## config.mk

```make
export PLATFORM = sky130hd
export DESIGN_NAME = eirl_latch
export DESIGN_NICKNAME = d
export VERILOG_FILES = /design/src/rtl/eirl_pkg.sv /design/src/rtl/eirl_latch.sv
export SDC_FILE = /design/constraint.sdc
export NUM_CORES = 1
export LEC_CHECK = 0
export ABC_AREA = 1
export CAP_MARGIN = 20
export CELL_PAD_IN_SITES_DETAIL_PLACEMENT = 2
export CELL_PAD_IN_SITES_GLOBAL_PLACEMENT = 2
export CORE_UTILIZATION = 33
export CTS_CLUSTER_SIZE = 14
export DETAILED_ROUTE_END_ITERATION = 6
export DONT_BUFFER_PORTS = 1
export GPL_TIMING_DRIVEN = 0
export PLACE_DENSITY = 0.88
export SLEW_MARGIN = 10
export SYNTH_ARGS = -nofsm -noshare
export SYNTH_HDL_FRONTEND = slang
export SYNTH_SLANG_ARGS = --single-unit
```

## constraint.sdc

```tcl
create_clock -name ref_clk -period 2.6 [get_ports ref_clk]
set_clock_uncertainty 0.05 [all_clocks]
set_input_delay 0.13 -clock ref_clk [delete_from_list [all_inputs] [get_ports ref_clk]]
set_output_delay 0.13 -clock ref_clk [all_outputs]
set_load 0.005 [all_outputs]
```

## src/rtl/eirl_pkg.sv

```systemverilog
// Package for the external interrupt request latch.
// Assumes a single 200 MHz clock; all inputs synchronous to it.
package eirl_pkg;
	localparam int unsigned CLK_PERIOD_PS = 5000;
	localparam int unsigned MIN_REQUEST_LOW_TIME_NS = 250;
	localparam int unsigned LOW_CYCLES = (MIN_REQUEST_LOW_TIME_NS * 1000 + CLK_PERIOD_PS - 1) / CLK_PERIOD_PS;
	localparam int unsigned LOW_CNT_W = 6;
	localparam int unsigned PORT_A_W = 6;
	localparam int unsigned SPACING_EXTRA_CYCLES = 21;
	localparam logic [LOW_CNT_W-1:0] LOW_CYCLES_C = LOW_CNT_W'(LOW_CYCLES);

	typedef enum logic [1:0] {
		EIRL_IDLE = 2'b00,
		EIRL_ARMED = 2'b01,
		EIRL_LATCHED = 2'b10
	} eirl_state_t;

	typedef struct packed {
		logic irq_n;
		logic [PORT_A_W-1:0] port_a_lines;
		logic [PORT_A_W-1:0] port_a_enable;
	} eirl_req_t;

	typedef struct packed {
		logic instr_done;
		logic mask_flag;
	} eirl_cpu_t;
endpackage

```

## src/rtl/eirl_latch.sv

```systemverilog
// External interrupt request latch: filters the wire-ORed request line and
// latches a request, offered to the CPU at each instruction boundary.
// Assumes request pins already synchronised, CPU gives instruction-done pulse.
// Operation
// - Build option: edge only, or edge plus level
// - Level option requests on edge or sustained low
// - Latch sets after minimum low time held
// - Latch tested only at instruction completion
// - Start sequence when latched and mask clear
// - Masked request stays latched, never lost
module eirl_latch #(
	parameter bit LEVEL_SENSE = 1'b1
) (
	// Clock and reset
	input wire logic ref_clk,
	input wire logic rst_n,
	// Request pins and CPU handshake
	input wire eirl_pkg::eirl_req_t req,
	input wire eirl_pkg::eirl_cpu_t cpu,
	// Status and sequence start
	output logic request_pending,
	output logic start_sequence
);
	import eirl_pkg::*;

	logic line_low;
	logic [LOW_CNT_W-1:0] low_cnt;
	logic [LOW_CNT_W-1:0] next_low_cnt;
	logic seen_high;
	logic next_seen_high;
	eirl_state_t state;
	eirl_state_t next_state;
	logic next_start;
	logic qualified;

	// Wire-OR of the request pin and enabled port lines, active low
	assign line_low = !req.irq_n || |(~req.port_a_lines & req.port_a_enable);

	always_comb begin
		next_low_cnt = low_cnt;
		next_seen_high = seen_high;
		next_state = state;
		next_start = 1'b0;
		qualified = 1'b0;
		if (!line_low) begin
			next_low_cnt = '0;
			next_seen_high = 1'b1;
		end else if (low_cnt != LOW_CYCLES_C) begin
			next_low_cnt = low_cnt + LOW_CNT_W'(1);
		end
		// Qualified once low for the minimum time
		if (line_low && low_cnt == LOW_CYCLES_C - LOW_CNT_W'(1)) begin
			qualified = seen_high || LEVEL_SENSE;
		end
		if (line_low && low_cnt == LOW_CYCLES_C && LEVEL_SENSE && state == EIRL_IDLE) begin
			qualified = 1'b1;
		end
		case (state)
			EIRL_IDLE: begin
				if (qualified) begin
					next_state = EIRL_LATCHED;
					next_seen_high = 1'b0;
				end
			end
			EIRL_LATCHED: begin
				if (cpu.instr_done && !cpu.mask_flag) begin
					next_start = 1'b1;
					next_state = EIRL_ARMED;
				end
			end
			EIRL_ARMED: begin
				next_state = EIRL_IDLE;
			end
			default: begin
				next_state = EIRL_IDLE;
			end
		endcase
	end

	always_ff @(posedge ref_clk or negedge rst_n) begin
		if (!rst_n) begin
			low_cnt <= '0;
			seen_high <= 1'b0;
			state <= EIRL_IDLE;
			start_sequence <= 1'b0;
			request_pending <= 1'b0;
		end else begin
			low_cnt <= next_low_cnt;
			seen_high <= next_seen_high;
			state <= next_state;
			start_sequence <= next_start;
			request_pending <= (next_state == EIRL_LATCHED);
		end
	end

	property p_start_needs_unmasked;
		@(posedge ref_clk) disable iff (!rst_n)
		start_sequence |-> $past(cpu.instr_done) && !$past(cpu.mask_flag) && $past(state) == EIRL_LATCHED;
	endproperty
	a_start_needs_unmasked: assert property (p_start_needs_unmasked) else $error("start without latch or unmasked boundary");

	property p_boundary_only;
		@(posedge ref_clk) disable iff (!rst_n)
		!$past(cpu.instr_done) |-> !start_sequence;
	endproperty
	a_boundary_only: assert property (p_boundary_only) else $error("start outside instruction boundary");

	property p_masked_held;
		@(posedge ref_clk) disable iff (!rst_n)
		state == EIRL_LATCHED && cpu.mask_flag |=> state == EIRL_LATCHED;
	endproperty
	a_masked_held: assert property (p_masked_held) else $error("masked request lost");

	property p_clear_on_entry;
		@(posedge ref_clk) disable iff (!rst_n)
		start_sequence |-> !request_pending ##1 !request_pending;
	endproperty
	a_clear_on_entry: assert property (p_clear_on_entry) else $error("latch not cleared on entry");

	property p_min_low;
		@(posedge ref_clk) disable iff (!rst_n)
		$rose(request_pending) && $past(state) == EIRL_IDLE |-> $past(low_cnt) == LOW_CYCLES_C - LOW_CNT_W'(1)
			|| $past(low_cnt) == LOW_CYCLES_C;
	endproperty
	a_min_low: assert property (p_min_low) else $error("latched before minimum low time");

	property p_edge_only;
		@(posedge ref_clk) disable iff (!rst_n)
		!LEVEL_SENSE && state == EIRL_IDLE && !seen_high |=> state != EIRL_LATCHED;
	endproperty
	a_edge_only: assert property (p_edge_only) else $error("level latched in edge-only build");

	property p_level_latches;
		@(posedge ref_clk) disable iff (!rst_n)
		LEVEL_SENSE && state == EIRL_IDLE && line_low && low_cnt == LOW_CYCLES_C |=> state == EIRL_LATCHED;
	endproperty
	a_level_latches: assert property (p_level_latches) else $error("sustained low not latched");

	property p_pending_matches_state;
		@(posedge ref_clk) disable iff (!rst_n)
		request_pending == (state == EIRL_LATCHED);
	endproperty
	a_pending_matches_state: assert property (p_pending_matches_state) else $error("pending flag off latch");

	property p_start_one_cycle;
		@(posedge ref_clk) disable iff (!rst_n)
		start_sequence |=> !start_sequence;
	endproperty
	a_start_one_cycle: assert property (p_start_one_cycle) else $error("start longer than one cycle");

	property p_start_clears;
		@(posedge ref_clk) disable iff (!rst_n)
		start_sequence |-> state == EIRL_ARMED;
	endproperty
	a_start_clears: assert property (p_start_clears) else $error("latch held after start");

	property p_armed_to_idle;
		@(posedge ref_clk) disable iff (!rst_n)
		state == EIRL_ARMED |=> state == EIRL_IDLE;
	endproperty
	a_armed_to_idle: assert property (p_armed_to_idle) else $error("armed state not left");

	property p_unmasked_starts;
		@(posedge ref_clk) disable iff (!rst_n)
		state == EIRL_LATCHED && cpu.instr_done && !cpu.mask_flag |=> start_sequence;
	endproperty
	a_unmasked_starts: assert property (p_unmasked_starts) else $error("unmasked boundary did not start");

	property p_no_boundary_holds;
		@(posedge ref_clk) disable iff (!rst_n)
		state == EIRL_LATCHED && !cpu.instr_done |=> state == EIRL_LATCHED && !start_sequence;
	endproperty
	a_no_boundary_holds: assert property (p_no_boundary_holds) else $error("latch acted mid instruction");

	property p_high_resets_count;
		@(posedge ref_clk) disable iff (!rst_n)
		!line_low |=> low_cnt == '0;
	endproperty
	a_high_resets_count: assert property (p_high_resets_count) else $error("low count not cleared");

	property p_count_saturates;
		@(posedge ref_clk) disable iff (!rst_n)
		line_low && low_cnt == LOW_CYCLES_C |=> low_cnt == LOW_CYCLES_C;
	endproperty
	a_count_saturates: assert property (p_count_saturates) else $error("low count left its ceiling");

	property p_count_steps;
		@(posedge ref_clk) disable iff (!rst_n)
		line_low && low_cnt != LOW_CYCLES_C |=> low_cnt == $past(low_cnt) + LOW_CNT_W'(1);
	endproperty
	a_count_steps: assert property (p_count_steps) else $error("low count skipped");

	property p_short_low_ignored;
		@(posedge ref_clk) disable iff (!rst_n)
		state == EIRL_IDLE && line_low && low_cnt < LOW_CYCLES_C - LOW_CNT_W'(1) |=> state == EIRL_IDLE;
	endproperty
	a_short_low_ignored: assert property (p_short_low_ignored) else $error("short low latched");

	property p_latch_needs_low;
		@(posedge ref_clk) disable iff (!rst_n)
		state == EIRL_IDLE && !line_low |=> state == EIRL_IDLE;
	endproperty
	a_latch_needs_low: assert property (p_latch_needs_low) else $error("latched with line high");

	property p_edge_latch;
		@(posedge ref_clk) disable iff (!rst_n)
		state == EIRL_IDLE && line_low && seen_high && low_cnt == LOW_CYCLES_C - LOW_CNT_W'(1) |=> state == EIRL_LATCHED;
	endproperty
	a_edge_latch: assert property (p_edge_latch) else $error("falling edge not latched");

	property p_seen_high_set;
		@(posedge ref_clk) disable iff (!rst_n)
		!line_low |=> seen_high;
	endproperty
	a_seen_high_set: assert property (p_seen_high_set) else $error("high line not remembered");

	property p_seen_cleared;
		@(posedge ref_clk) disable iff (!rst_n)
		$rose(request_pending) |-> !seen_high;
	endproperty
	a_seen_cleared: assert property (p_seen_cleared) else $error("edge memory kept after latch");

	property p_count_bound;
		@(posedge ref_clk) disable iff (!rst_n)
		low_cnt <= LOW_CYCLES_C;
	endproperty
	a_count_bound: assert property (p_count_bound) else $error("low count past ceiling");

	property p_state_legal;
		@(posedge ref_clk) disable iff (!rst_n)
		state == EIRL_IDLE || state == EIRL_ARMED || state == EIRL_LATCHED;
	endproperty
	a_state_legal: assert property (p_state_legal) else $error("illegal latch state");
endmodule

```

==> metrics <==
drt drc=0; DP Worst Slack=1.24 ns; NumNets Final=105; Synth Area in Compound Gates=3.06%; final setup margin=1.23 ns; clock network power share=20.7%; post-layout util=40.7%; mux contribution to synthesized area=0%; TritonCTS clock tree=yes; syn_area_per_cell=7.33 µm²; Slew @ Worst Pin=0.473 ns; CP Capture Type=register; Hold Buf Count CTS=2; layout cells sized above 1=8.43%; GRT Total Usage=18.5%; Fmax=0.731 GHz; # IOs=19; post-synthesis sequential area ratio=43.8%; Area Growth Syn to Fin=10.9%; final hold viol count=0; CTS root buffer=clkbuf_4; vias in the first global route=544; Netlist cell types=16; placed insts=94; Ant. Diodes=0; RePlAce Congestion=0.727; post-cts resize count=0; crit path DAT=1.47 ns; wire per inst=13.8 µm; final global-route overflow total=0; CP max FO=6; min Tclk post-route=1.37 ns; Leak=0.391 nW; Placement Rows=14; post-DP HPWL=964 µm; maximum VDD drop=0.287 mV; worst hold path depth=3; Crit Reg-Reg Endpoint=request_pending$_DFF_PN0_; area share of xor/xnor cells in the synthesized design=3.06%; Simple-Gate Fraction of Synth Area=33.0%; Comb pwr share=31.2%; Initial Util=36.7%; drt total wl=1.37 mm; Die X=43.6 µm; Met1 Routed Length=562 µm; Finished Layout Cells=99; Top Metal Used=met4; clk buf depth=2; Rel. slew slack=68.4%; most frequent cells in the layout=nand2_1, inv_1, nor2_1, dfrtp_1, nand3_1; initial drt markers=0; first-pass GRT wire length=2.35 mm; Met2 Wirelength=697 µm; clock-pin transition on the worst setup and hold timing paths=0.06 ns; hold endpoint=state[0]$_DFF_PN0_; Worst Setup Start Kind=register; hold slack=0.0221 ns; post-CTS setup buffer count=0; Setup violations, final=0; Reg2Reg Setup Slack=1.23 ns; WS Path Type=reg2reg; Synth Net Count=98; most common cell after layout, fill and taps aside=nand2_1; via count=509; First-pass DRT Iterations=1; Filler Cells Inserted=194; period utilization=52.6%; hold crit path type=in2reg; Internal=0.000315 W; WL met3=63 µm; Post-Syn Area=572 µm²; CP required=2.70 ns; r2r worst-path depth=6; Post-Syn Instances=78; status=finished clean; largest family of logic cells by synthesized area=simple AND/OR/NAND/NOR gates; largest net degree at the start of global routing=11; CTS H-Tree Depth=1; Max Slew Vio Count=0; worst hold start=cpu[0]; Core ar.=1560 µm²; Post-DRT Antenna Nets=0; total CTS buffers=3; Synth Area in Adders=6.56%; ranking of synthesized cells by area=dfrtp_1, nand2_1, inv_1; initial antenna violation count=0; pwr dens=809 nW/µm²; Sw Pwr=0.000198 W; Sink Count=10; reg2reg start=low_cnt[0]$_DFFE_PN0P_; Syn. warnings=0; post-synth top area cell=dfrtp_1; area of the multi-input gates=262 µm²; port bufs=0; switching share of power=38.5%; Seq pwr share=48.1%; Die Area=1900 µm²; top cell type's share of synthesized area=43.8%; clk_lat worst skew=0.27 ns; RSZ-0062 raised after global routing=no; total negative setup slack=0 ns; sequential cell area=250 µm²; #FFs+latches synth=10; chip height=43.6 µm; routed vias/inst=5.14; max-cap viol count=0
## per-stage QoR
step / total power (W) / cell area, µm²
3_5_place_dp: 0.000404 / 592
4_1_cts: 0.000523 / 634
6_report: 0.000513 / 634
5_1_grt: 0.000560 / 634
2_1_floorplan: 0.000364 / 572
3_3_place_gp: 0.000389 / 592
## cell type report
type | instances | share of cell area (%)
clock buffers | 3 | 3.55
inverters | 16 | 9.47
multi-input cells | 52 | 41.2
flip-flops and latches | 10 | 39.4
well taps | 16 | 3.16
repair buffers | 2 | 3.16
## power groups by stage
stage | clock network, W | registers (W) | logic (W)
floorplan | 0 | 0.000236 | 0.000127
global placement | 0 | 0.000247 | 0.000143
detailed placement | 0 | 0.000249 | 0.000155
CTS | 0.000112 | 0.000246 | 0.000165
global route | 0.000117 | 0.000252 | 0.000192
finish | 0.000106 | 0.000247 | 0.000160
## cell usage after synthesis, drive strengths merged
| cell | count |
|---|---|
| o211ai | 1 |
| nand3 | 5 |
| nor2 | 11 |
| inv | 16 |
| a21oi | 1 |
| nand2 | 23 |
| o21ai | 1 |
| xor2 | 2 |
| dfrtp | 10 |
| nand4 | 2 |
| or2 | 1 |
| ha | 3 |
| nor3 | 2 |
## layer usage
| metal | GRT usage (%) | vias to the layer above |
|---|---|---|
| met4 | 13.1 | 0 |
| met1 | 17.8 | 239 |
| met3 | 7.50 | 5 |
| met5 | 0 | - |
| li1 | - | 247 |
| met2 | 31.6 | 18 |
## logic make-up (layout without fill, tap and decap cells)
family	count (synthesis)	in the layout
AO/OA/AOI/OAI	3	3
XOR/XNOR	2	2
flip-flops	10	10
AND/OR/NAND/NOR	44	44
buffers and inverters	16	21
adder cells (fa/ha/maj)	3	3
## critical path, cell delays in order, from the launching register on
cell and delay, ns:
dfrtp_1 0.44, inv_1 0.09, ha_1 0.25, o211ai_1 0.21, nor2_1 0.06, nand2_1 0.08
nand2_1 0.07
## sequential cells by signal, indices dropped and copies added, names as in the netlist
register and flops:
low_cnt 6, state 2, start_sequence 1, request_pending 1
## how the worst max path moves through the flow
stage                                 from                         to  slack [ns]
finish              low_cnt[0]$_DFFE_PN0P_  request_pending$_DFF_PN0_        1.23
global placement    low_cnt[0]$_DFFE_PN0P_  request_pending$_DFF_PN0_        1.27
detailed placement  low_cnt[0]$_DFFE_PN0P_         state[1]$_DFF_PN0_        1.24
CTS                 low_cnt[0]$_DFFE_PN0P_  request_pending$_DFF_PN0_        1.22
floorplan           low_cnt[0]$_DFFE_PN0P_  request_pending$_DFF_PN0_        1.41
global route        low_cnt[0]$_DFFE_PN0P_  request_pending$_DFF_PN0_        1.09
Note: power is estimated with default switching activity, not from simulation.
